$ cat src/rbl_pkg.sv
// shared constants and types for the reset boot loader
`default_nettype none
package rbl_pkg;
   // bus and word widths, fifo depth and vector count
   localparam int ADDR_BITS   = 24;
   localparam int WORD_BITS   = 32;
   localparam int FIFO_DEPTH  = 32;
   localparam int VEC_COUNT   = 63;
   // boot region start addresses
   localparam logic [23:0] BOOT1_BASE  = 24'h001000;
   localparam logic [23:0] BOOT2_BASE  = 24'h400000;
   localparam logic [23:0] BOOT3_BASE  = 24'hfff000;
   // vector table and loader stack locations
   localparam logic [23:0] VECTOR_BASE = 24'h809fc1;
   localparam logic [23:0] STACK_ADDR  = 24'h809801;
   // width codes found in the first header entry
   localparam logic [7:0]  WID_CODE_8  = 8'h08;
   localparam logic [7:0]  WID_CODE_16 = 8'h10;
   localparam logic [7:0]  WID_CODE_32 = 8'h20;
   // header entry index
   localparam logic [2:0]  ENT_WIDTH   = 3'h0;
   localparam logic [2:0]  ENT_CFG     = 3'h1;
   localparam logic [2:0]  ENT_COUNT   = 3'h2;
   localparam logic [2:0]  ENT_DEST    = 3'h3;
   localparam logic [2:0]  ENT_CODE    = 3'h4;
   // serial word bit count, last bit index
   localparam logic [4:0]  SER_LAST    = 5'h1f;
   // synchroniser idle values: boot sel, irq3..0, sclk, fsync, sdata
   localparam logic [7:0]  SYNC_INIT   = 8'h78;
   // start state waits this many cycles plus one for the strap to settle
   localparam logic [1:0]  SETTLE_LAST = 2'h2;
   // sequencer states
   typedef enum logic [2:0] {
      ST_START, ST_POLL, ST_FETCH, ST_DRAIN, ST_BRANCH, ST_DONE, ST_NORMAL
   } rbl_state_type;
   // boot memory width
   typedef enum logic [1:0] {WID_8, WID_16, WID_32} rbl_width_type;
endpackage
`default_nettype wire

$ cat src/rbl_fifo.sv
// word fifo between the loader and the memory write port
`default_nettype none
module rbl_fifo
#(
   parameter int WIDTH = 56,
   parameter int DEPTH = 32
)
(
   // clock and reset
   input  wire logic             clk,
   input  wire logic             rst_n,
   // fill side
   input  wire logic             in_valid,
   output logic                  in_ready,
   input  wire logic [WIDTH-1:0] in_data,
   // drain side
   output logic                  out_valid,
   input  wire logic             out_ready,
   output logic [WIDTH-1:0]      out_data
);
   localparam int PW = $clog2(DEPTH);

   logic [WIDTH-1:0] mem [DEPTH];   // storage
   logic [PW:0]      wr_ptr_reg;    // write pointer with wrap bit
   logic [PW:0]      rd_ptr_reg;    // read pointer with wrap bit
   logic             push;
   logic             pop;

   // full when pointers differ only in wrap bit
   assign in_ready  = !((wr_ptr_reg[PW] != rd_ptr_reg[PW]) &&
                        (wr_ptr_reg[PW-1:0] == rd_ptr_reg[PW-1:0]));
   assign out_valid = (wr_ptr_reg != rd_ptr_reg);
   assign out_data  = mem[rd_ptr_reg[PW-1:0]];
   assign push      = in_valid && in_ready;
   assign pop       = out_valid && out_ready;

   // storage write
   always_ff @(posedge clk)
   begin
      if (push)
      begin
         mem[wr_ptr_reg[PW-1:0]] <= in_data;
      end
   end

   // pointer update
   always_ff @(posedge clk or negedge rst_n)
   begin
      if (!rst_n)
      begin
         wr_ptr_reg <= '0;
         rd_ptr_reg <= '0;
      end
      else
      begin
         if (push)
            wr_ptr_reg <= wr_ptr_reg + 1'b1;
         if (pop)
            rd_ptr_reg <= rd_ptr_reg + 1'b1;
      end
   end
endmodule
`default_nettype wire

$ cat src/rbl_loader.sv
// reset boot loader: mode poll, header parse, block copy and branch
// Operation
// - loader runs only when boot select high
// - poll four interrupt flags in fixed order
// - flags 0,1,2 pick three parallel regions
// - flag 3 picks serial load on port 0
// - parallel image opens with four header entries
// - first entry codes width 8, 16, 32
// - nonzero word count, 24-bit destination address
// - every parallel entry assembled as 32 bits, low first
// - copy counted words to consecutive destinations
// - successive blocks each carry count and destination
// - zero count ends load, branch to first
// - serial receive fixed 32-bit frame-synced bursts
// - serial image starts at count entry
// - vectors map into last 63 RAM words
// - stack word at fixed address stays unwritten
// - interrupt flags stay set after loading
`default_nettype none
module rbl_loader
#(
   parameter int FIFO_DEPTH = rbl_pkg::FIFO_DEPTH
)
(
   // clock and reset
   input  wire logic                          CLK,
   input  wire logic                          RST_B,
   // strap and interrupt pins, all asynchronous
   input  wire logic                          BOOT_SELECT_PIN,
   input  wire logic                          EXT_IRQ_ZERO_B,
   input  wire logic                          EXT_IRQ_ONE_B,
   input  wire logic                          EXT_IRQ_TWO_B,
   input  wire logic                          EXT_IRQ_THREE_B,
   // interrupt flag view and clear
   input  wire logic                          FLAG_CLEAR,
   output logic [3:0]                         IRQ_FLAGS,
   output logic                               LOADER_MODE,
   // boot memory read port
   output logic                               MEM_RD_REQ,
   output logic [rbl_pkg::ADDR_BITS-1:0]      MEM_RD_ADDR,
   input  wire logic                          MEM_RD_ACK,
   input  wire logic [rbl_pkg::WORD_BITS-1:0] MEM_RD_DATA,
   output logic [rbl_pkg::WORD_BITS-1:0]      BUS_CFG,
   // serial receive pins
   input  wire logic                          SER_CLK,
   input  wire logic                          RECEIVE_FRAME_SYNC,
   input  wire logic                          SER_DATA,
   output logic                               SER_OVERRUN,
   // loaded word write port
   output logic                               WR_VALID,
   output logic [rbl_pkg::ADDR_BITS-1:0]      WR_ADDR,
   output logic [rbl_pkg::WORD_BITS-1:0]      WR_DATA,
   input  wire logic                          WR_READY,
   output logic                               STACK_HIT,
   // vector lookup
   input  wire logic [5:0]                    VEC_INDEX,
   output logic [rbl_pkg::ADDR_BITS-1:0]      VECTOR_ADDR,
   // completion
   output logic                               BRANCH_VALID,
   output logic [rbl_pkg::ADDR_BITS-1:0]      BRANCH_ADDR,
   output logic                               BOOT_DONE
);
   import rbl_pkg::*;

   logic          rst_meta_reg;   // reset synchroniser stage one
   logic          rst_n;          // released reset for the design
   logic [7:0]    pins;           // raw pins into the synchroniser
   logic [1:0]    settle_reg;     // synchroniser fill count at start
   logic [7:0]    sync1_reg;      // pin synchroniser stage one
   logic [7:0]    sync2_reg;      // pin synchroniser stage two
   logic          boot_sel_s;     // synced boot select
   logic [3:0]    irq_b_s;        // synced interrupt lines
   logic [3:0]    irq_prev_reg;   // previous irq level
   logic          sclk_s;         // synced serial clock
   logic          fsync_s;        // synced frame sync
   logic          sdata_s;        // synced serial data
   logic          sclk_prev_reg;  // previous serial clock
   logic          ser_rise;       // serial clock rising edge
   logic          ser_active_reg; // serial word in progress
   logic [4:0]    ser_cnt_reg;    // bits taken in this word
   logic [31:0]   ser_shift_reg;  // serial shift register
   logic          ser_vld_reg;    // serial word ready pulse
   logic [31:0]   ser_word_reg;   // last complete serial word
   rbl_state_type st_reg;         // sequencer state
   logic          ser_mode_reg;   // serial load chosen
   logic [2:0]    ent_reg;        // current header entry
   rbl_width_type wid_reg;        // boot memory width
   rbl_width_type wid_now;        // width in force for this part
   logic [1:0]    part_reg;       // part within a word
   logic          part_last;      // last part of a word
   logic [31:0]   asm_reg;        // assembled low parts
   logic [31:0]   asm_next;       // word with current part merged
   logic [31:0]   piece;          // current part, zero extended
   logic [4:0]    sh;             // bit offset of current part
   logic          word_done;      // a full entry or code word
   logic [31:0]   word;           // value of that word
   logic [23:0]   count_reg;      // words left in block
   logic [23:0]   dst_reg;        // next destination address
   logic [23:0]   first_reg;      // first block destination
   logic          first_seen_reg; // first block header taken
   logic          fifo_in_valid;  // push a loaded word
   logic          fifo_in_ready;  // room in the fifo
   logic [55:0]   fifo_out_data;  // address and data out

   // reset release through two flops
   always_ff @(posedge CLK or negedge RST_B)
   begin
      if (!RST_B)
      begin
         rst_meta_reg <= 1'b0;
         rst_n        <= 1'b0;
      end
      else
      begin
         rst_meta_reg <= 1'b1;
         rst_n        <= rst_meta_reg;
      end
   end

   // pins gathered in synchroniser bit order
   assign pins = {BOOT_SELECT_PIN, EXT_IRQ_THREE_B, EXT_IRQ_TWO_B,
                  EXT_IRQ_ONE_B, EXT_IRQ_ZERO_B, SER_CLK,
                  RECEIVE_FRAME_SYNC, SER_DATA};

   // two flop synchroniser per pin
   for (genvar i = 0; i < 8; i++)
   begin : g_sync
      always_ff @(posedge CLK or negedge rst_n)
      begin
         if (!rst_n)
         begin
            sync1_reg[i] <= SYNC_INIT[i];
            sync2_reg[i] <= SYNC_INIT[i];
         end
         else
         begin
            sync1_reg[i] <= pins[i];
            sync2_reg[i] <= sync1_reg[i];
         end
      end
   end
   assign boot_sel_s = sync2_reg[7];
   assign irq_b_s    = sync2_reg[6:3];
   assign sclk_s     = sync2_reg[2];
   assign fsync_s    = sync2_reg[1];
   assign sdata_s    = sync2_reg[0];
   assign ser_rise   = sclk_s && !sclk_prev_reg;

   // interrupt flags: set on falling line, cleared only by software
   always_ff @(posedge CLK or negedge rst_n)
   begin
      if (!rst_n)
      begin
         irq_prev_reg <= 4'hf;
         IRQ_FLAGS    <= 4'h0;
      end
      else
      begin
         irq_prev_reg <= irq_b_s;
         // set beats clear; loader itself never clears
         IRQ_FLAGS <= (FLAG_CLEAR ? 4'h0 : IRQ_FLAGS) |
                      (irq_prev_reg & ~irq_b_s);
      end
   end

   // serial receiver: 32-bit burst opened by frame sync
   always_ff @(posedge CLK or negedge rst_n)
   begin
      if (!rst_n)
      begin
         sclk_prev_reg  <= 1'b0;
         ser_active_reg <= 1'b0;
         ser_cnt_reg    <= 5'h00;
         ser_shift_reg  <= 32'h0;
         ser_vld_reg    <= 1'b0;
         ser_word_reg   <= 32'h0;
      end
      else
      begin
         sclk_prev_reg <= sclk_s;
         ser_vld_reg   <= 1'b0;
         // partner drives bit clock and sync
         if (ser_mode_reg && ser_rise && (ser_active_reg || fsync_s))
         begin
            // msb arrives first, shifts upward
            ser_shift_reg <= {ser_shift_reg[30:0], sdata_s};
            ser_cnt_reg   <= ser_cnt_reg + 5'h01;
            ser_active_reg <= (ser_cnt_reg != SER_LAST);
            if (ser_cnt_reg == SER_LAST)
            begin
               ser_vld_reg  <= 1'b1;
               ser_word_reg <= {ser_shift_reg[30:0], sdata_s};
            end
         end
      end
   end

   // width decode, first part of the first entry sets it
   always_comb
   begin
      wid_now = wid_reg;
      if (ent_reg == ENT_WIDTH && part_reg == 2'h0)
      begin
         if (MEM_RD_DATA[7:0] == WID_CODE_8)
            wid_now = WID_8;
         else if (MEM_RD_DATA[7:0] == WID_CODE_16)
            wid_now = WID_16;
         else
            wid_now = WID_32;
      end
   end

   // part merge, lowest address holds least significant part
   always_comb
   begin
      case (wid_now)
         WID_8:
         begin
            piece     = {24'h0, MEM_RD_DATA[7:0]};
            sh        = {part_reg, 3'h0};
            part_last = (part_reg == 2'h3);
         end
         WID_16:
         begin
            piece     = {16'h0, MEM_RD_DATA[15:0]};
            sh        = {part_reg[0], 4'h0};
            part_last = (part_reg == 2'h1);
         end
         default:
         begin
            piece     = MEM_RD_DATA;
            sh        = 5'h00;
            part_last = 1'b1;
         end
      endcase
      asm_next = ((part_reg == 2'h0) ? 32'h0 : asm_reg) | (piece << sh);
   end

   // word source: memory parts or serial receiver
   assign word_done = (st_reg == ST_FETCH) &&
                      (ser_mode_reg ? ser_vld_reg
                       : (MEM_RD_REQ && MEM_RD_ACK && part_last));
   assign word      = ser_mode_reg ? ser_word_reg : asm_next;
   // loader stack word is never written
   assign fifo_in_valid = word_done && (ent_reg == ENT_CODE) &&
                          (dst_reg != STACK_ADDR);

   // memory read request and address walk
   always_ff @(posedge CLK or negedge rst_n)
   begin
      if (!rst_n)
      begin
         MEM_RD_REQ  <= 1'b0;
         MEM_RD_ADDR <= 24'h0;
         part_reg    <= 2'h0;
         asm_reg     <= 32'h0;
      end
      else if (st_reg == ST_POLL)
      begin
         // fixed priority flag 0 then 1 then 2
         if (IRQ_FLAGS[0])
            MEM_RD_ADDR <= BOOT1_BASE;
         else if (IRQ_FLAGS[1])
            MEM_RD_ADDR <= BOOT2_BASE;
         else if (IRQ_FLAGS[2])
            MEM_RD_ADDR <= BOOT3_BASE;
      end
      else if (MEM_RD_REQ)
      begin
         // each part at the next address
         if (MEM_RD_ACK)
         begin
            MEM_RD_REQ  <= 1'b0;
            MEM_RD_ADDR <= MEM_RD_ADDR + 24'h1;
            part_reg    <= part_last ? 2'h0 : part_reg + 2'h1;
            asm_reg     <= asm_next;
         end
      end
      else if (st_reg == ST_FETCH && !ser_mode_reg)
      begin
         // stall code word reads while the fifo is full; header reads go ahead
         MEM_RD_REQ <= (ent_reg != ENT_CODE) || fifo_in_ready;
      end
   end

   // sequencer and header parse
   always_ff @(posedge CLK or negedge rst_n)
   begin
      if (!rst_n)
      begin
         st_reg         <= ST_START;
         settle_reg     <= 2'h0;
         LOADER_MODE    <= 1'b0;
         ser_mode_reg   <= 1'b0;
         ent_reg        <= ENT_WIDTH;
         wid_reg        <= WID_32;
         BUS_CFG        <= 32'h0;
         count_reg      <= 24'h0;
         dst_reg        <= 24'h0;
         first_reg      <= 24'h0;
         first_seen_reg <= 1'b0;
         BRANCH_VALID   <= 1'b0;
         BRANCH_ADDR    <= 24'h0;
         BOOT_DONE      <= 1'b0;
      end
      else
      begin
         BRANCH_VALID <= 1'b0;
         case (st_reg)
            ST_START:
            begin
               // wait until the strap has crossed both sync flops
               settle_reg <= settle_reg + 2'h1;
               if (settle_reg == SETTLE_LAST)
               begin
                  // strap caught after release later changes ignored
                  LOADER_MODE <= boot_sel_s;
                  st_reg      <= boot_sel_s ? ST_POLL : ST_NORMAL;
               end
            end
            ST_POLL:
            begin
               // single flag expected from partner
               if (IRQ_FLAGS[2:0] != 3'h0)
               begin
                  ent_reg <= ENT_WIDTH;
                  st_reg  <= ST_FETCH;
               end
               else if (IRQ_FLAGS[3])
               begin
                  ser_mode_reg <= 1'b1;
                  ent_reg      <= ENT_COUNT;
                  st_reg       <= ST_FETCH;
               end
            end
            ST_FETCH:
            begin
               // width code rules the later parts of its own entry
               if (ent_reg == ENT_WIDTH && part_reg == 2'h0 &&
                   MEM_RD_REQ && MEM_RD_ACK)
                  wid_reg <= wid_now;
               if (word_done)
               begin
                  case (ent_reg)
                     ENT_WIDTH:
                     begin
                        wid_reg <= wid_now;
                        ent_reg <= ENT_CFG;
                     end
                     ENT_CFG:
                     begin
                        BUS_CFG <= word;
                        ent_reg <= ENT_COUNT;
                     end
                     ENT_COUNT:
                     begin
                        count_reg <= word[23:0];
                        // zero count ends the load first zero
                        if (word == 32'h0)
                           st_reg <= ST_DRAIN;
                        else
                           ent_reg <= ENT_DEST;
                     end
                     ENT_DEST:
                     begin
                        dst_reg <= word[23:0];
                        ent_reg <= ENT_CODE;
                        if (!first_seen_reg)
                        begin
                           first_reg      <= word[23:0];
                           first_seen_reg <= 1'b1;
                        end
                     end
                     default:
                     begin
                        // consecutive destinations
                        dst_reg   <= dst_reg + 24'h1;
                        count_reg <= count_reg - 24'h1;
                        // next block header follows
                        if (count_reg == 24'h1)
                           ent_reg <= ENT_COUNT;
                     end
                  endcase
               end
            end
            ST_DRAIN:
            begin
               // branch only after every word is written
               if (!WR_VALID)
                  st_reg <= ST_BRANCH;
            end
            ST_BRANCH:
            begin
               BRANCH_VALID <= 1'b1;
               BRANCH_ADDR  <= first_reg;
               BOOT_DONE    <= 1'b1;
               st_reg       <= ST_DONE;
            end
            ST_NORMAL:
            begin
               BOOT_DONE <= 1'b1;
            end
            default:
            begin
               st_reg <= ST_DONE;
            end
         endcase
      end
   end

   // sticky status: stack hit and lost serial words
   always_ff @(posedge CLK or negedge rst_n)
   begin
      if (!rst_n)
      begin
         STACK_HIT   <= 1'b0;
         SER_OVERRUN <= 1'b0;
      end
      else
      begin
         if (word_done && ent_reg == ENT_CODE && dst_reg == STACK_ADDR)
            STACK_HIT <= 1'b1;
         if (fifo_in_valid && !fifo_in_ready)
            SER_OVERRUN <= 1'b1;
      end
   end

   // vector slots in the last words of RAM
   assign VECTOR_ADDR = (VEC_INDEX < 6'(VEC_COUNT))
                        ? VECTOR_BASE + {18'h0, VEC_INDEX}
                        : VECTOR_BASE;

   // loaded words queue towards the memory write port
   rbl_fifo #(.WIDTH(56), .DEPTH(FIFO_DEPTH)) u_fifo
   (
      .clk       (CLK),
      .rst_n     (rst_n),
      .in_valid  (fifo_in_valid),
      .in_ready  (fifo_in_ready),
      .in_data   ({dst_reg, word}),
      .out_valid (WR_VALID),
      .out_ready (WR_READY),
      .out_data  (fifo_out_data)
   );
   assign WR_ADDR = fifo_out_data[55:32];
   assign WR_DATA = fifo_out_data[31:0];
endmodule
`default_nettype wire

$ cat config.mk
export PLATFORM = sky130hd
export DESIGN_NAME = rbl_loader
export DESIGN_NICKNAME = d
export VERILOG_FILES = /design/src/rbl_pkg.sv /design/src/rbl_fifo.sv /design/src/rbl_loader.sv
export SDC_FILE = /design/constraint.sdc
export NUM_CORES = 2
export LEC_CHECK = 0
export BUFFER_PORTS_ARGS = -buffer_cell sky130_fd_sc_hd__buf_4
export CORE_ASPECT_RATIO = 1.1
export CORE_MARGIN = 1
export CORE_UTILIZATION = 53
export CTS_CLUSTER_SIZE = 30
export DETAILED_ROUTE_END_ITERATION = 10
export GPL_ROUTABILITY_DRIVEN = 1
export PLACE_DENSITY = 0.81
export SLEW_MARGIN = 20
export SYNTH_ARGS = -nofsm -noshare
export SYNTH_HDL_FRONTEND = slang
export SYNTH_SLANG_ARGS = --single-unit
export TNS_END_PERCENT = 100
$ cat constraint.sdc
create_clock -name CLK -period 9.1 [get_ports CLK]
set_input_delay 1.82 -clock CLK [delete_from_list [all_inputs] [get_ports CLK]]
set_output_delay 1.82 -clock CLK [all_outputs]
set_load 0.05 [all_outputs]
==> impl_metrics.tcl <==
set metrics [dict create \
    drt_pass1_iterations 6 \
    port_buffers 207 \
    multi_input_area_um2 20700 \
    final_common_cell "edfxtp_1" \
    fmax_mhz 139 \
    antenna_found_initial 15 \
    synth_cell_types 84 \
    fin_area_um2 94100 \
    place_ws_ns 2.03 \
    synthArstFlopShare 0.149 \
    grt_pass1_wl_um 313000 \
    avgRoutedWirePerCell_um 32.8 \
    vias 44100 \
    path_max_fanout 29 \
    rsz0062_at_grt "false" \
    layout_common_cells "edfxtp_1, mux4_2, buf_4" \
    crit_path_end_kind "flop" \
    cpPeakStageDelay_ns 1.14 \
    maxSlewViolCount 0 \
    fin_skew_ns 0.0429 \
    wl_um 216000 \
    worstReg2RegEnd "u_fifo.mem[16][28]" \
    synth_area_um2 82900 \
    ctsResizeCount 0 \
    slew_headroom 0.229 \
    dp.cells 6232 \
    r2r_setup_slack_ns 1.90 \
    startpoint "part_reg[0]" \
    yosysWarnings 0 \
    nFillCells 9988 \
    hold_viol 0 \
    cts_root_buf "clkbuf_16" \
    dp_hpwl_um 120000 \
    htreeDepth 4 \
    synth_seq_cells 2105 \
    p_leak_nw 30.0 \
    largest_reg_flops 1792 \
    row_count 151 \
    core_region_area_um2 155000 \
    route.detailed.drc 0 \
    cts_setup_buffers 0 \
    fin_ws_ns 1.90 \
    outcome "finished, final reports clean" \
    cts.path.max_buffers 3 \
    yosysTopAreaCellShare 0.649 \
    clock_latency_ns 0.85 \
    synth_edf_count 1792 \
    maxCapViolCount 0 \
    worstReg2RegStart "part_reg[0]" \
    cts.sinks 2105 \
    cp_slowest_cell "nor2_4" \
    crit_arrival_ns 7.67 \
    netlist_instances 4062 \
    synth-main-ff-cell "edfxtp_1" \
    ir_drop_v 0.000251 \
    crit_path_cell_trace "inv_1 -> ha_1 -> nor4b_4 -> nor2_1 -> nor2_2 -> a31o_2 -> a21boi_1 -> nor4_2 -> nand2_1 -> nor2_4 -> buf_4" \
    cp-start-kind "flop" \
    worstSetupPathType "flop to flop" \
    dieArea_um2 158000 \
    seq_area_um2 61700 \
    first_iter_violations 6443 \
    ctsHoldBuffers 0 \
    final_cells 6591 \
    grt_max_degree 124 \
    hold_class "flop to async pin" \
    setup_viol 0 \
    tightest_slew_ns 1.15 \
    powerDensity_nw_per_um2 212 \
    drtAntennaViolNets 0 \
    yosys-top-cells-area "edfxtp_1, mux4_2, dfrtp_1, mux2_2, o21ai_0" \
    via_per_inst 6.69 \
    cts_buffers 193 \
    fin_nets 4431 \
    area_delta_synth_final_pct 13.5 \
    path_clk_slew_ns 0.06 \
    cp.required_ns 9.57 \
    start_util 0.536 \
    die_y_um 417 \
    ys_seq_area_frac 0.744 \
    layout_min_cycle_time_ns 7.20 \
    grt_pass1_vias 44400 \
    final_layout_size_suffix_gt1_frac 0.323 \
    yosysTopAreaCell "edfxtp_1" \
    die_width_um 379 \
    tritoncts "yes" \
    overflow 0 \
    r2r_cells 11 \
    syn_avg_cell_area_um2 20.4 \
    fin_setup_tns_ns 0 \
    cp-endpoint "u_fifo.mem[16][28]" \
    ios 222 \
    gp_congestion 0.899 \
    grt_usage 0.277 \
    place_area_um2 87700 \
    finalCritPeriodShare 0.792 \
]
metrics by stage:
step                total power, mW  hold WS, ns   util
global route                   20.5        0.241  0.608
finish                         20.0        0.209  0.608
global placement               11.8        0.208  0.566
CTS                            20.0        0.221  0.608
detailed placement             11.9        0.219  0.567
floorplan                      11.5        0.331      -
cell usage after synthesis (5+ instances only):
cell,number
a21o_1,14
buf_2,11
or3_1,9
a21oi_1,102
xnor2_1,16
mux2_2,186
edfxtp_1,1792
xor2_1,12
and4_1,6
a22oi_1,17
buf_1,49
and3_1,22
o31ai_1,6
o211ai_1,6
a22o_1,22
o21ai_0,143
a32oi_1,5
buf_4,19
inv_1,45
mux4_2,560
o22ai_1,18
or2_2,6
nor2b_1,14
nand2b_1,7
and2_1,8
o22a_1,5
nand3_1,44
nand4_1,17
a2bb2oi_1,7
nand3b_1,5
dfrtp_1,300
ha_1,16
mux2_1,11
nor4_1,18
nor3_1,31
nor2_1,135
nand2_1,121
dfstp_2,13
clkbuf_1,152
a31oi_1,15
cell type report:
class,count,area share
timing repair buffer,327,0.0278
clock inverter,114,0.0127
tap,2065,0.0274
clock buffer,242,0.0554
multi-input combinational,1692,0.220
inverter,45,0.00179
sequential,2105,0.655
antenna,1,0.0000266
worst max-delay path: cells and delay by family, from the launching register on:
| family | cells | cell delay (ns) |
|---|---|---|
| DFF | 1 | 0.62 |
| adders and majority gates | 1 | 0.44 |
| AOI/OAI and AO/OA | 2 | 0.37 |
| buffers and inverters | 2 | 0.85 |
| and+or+nand+nor | 6 | 4.53 |
worst min path at each step:
| stage | slack (ns) | cells past startpoint | end |
|---|---|---|---|
| detailed placement | 0.22 | 0 | BRANCH_ADDR[12] |
| global route | 0.24 | 0 | first_reg[13] |
| global placement | 0.21 | 0 | BRANCH_ADDR[12] |
| finish | 0.21 | 0 | BRANCH_ADDR[12] |
| floorplan | 0.33 | 0 | rst_n |
| CTS | 0.22 | 0 | first_reg[13] |
layer usage:
layer,routed length [µm],track usage,up-vias
met2,107000,0.452,3295
met5,79,0,-
met1,77000,0.372,23000
met3,23400,0.0605,526
met4,8280,0.0952,12
li1,-,-,17300
report_power, final:
group / switching, mW / internal, mW
Clock: 3.63 / 4.67
Sequential: 0.170 / 10.6
Combinational: 0.647 / 0.309
Total: 4.45 / 15.5
cells by family after synthesis:
| kind of cell | after synthesis | share of synthesized area |
|---|---|---|
| adder cells (fa/ha/maj) | 16 | 0.00241 |
| AND/OR/NAND/NOR | 468 | 0.0280 |
| AO/OA/AOI/OAI | 407 | 0.0302 |
| XOR/XNOR | 28 | 0.00296 |
| buffers and inverters | 278 | 0.0138 |
| multiplexers | 758 | 0.179 |
| flip-flops | 2105 | 0.744 |
| other | 2 | 0.0000906 |
Power figures use the tool's default switching activity.
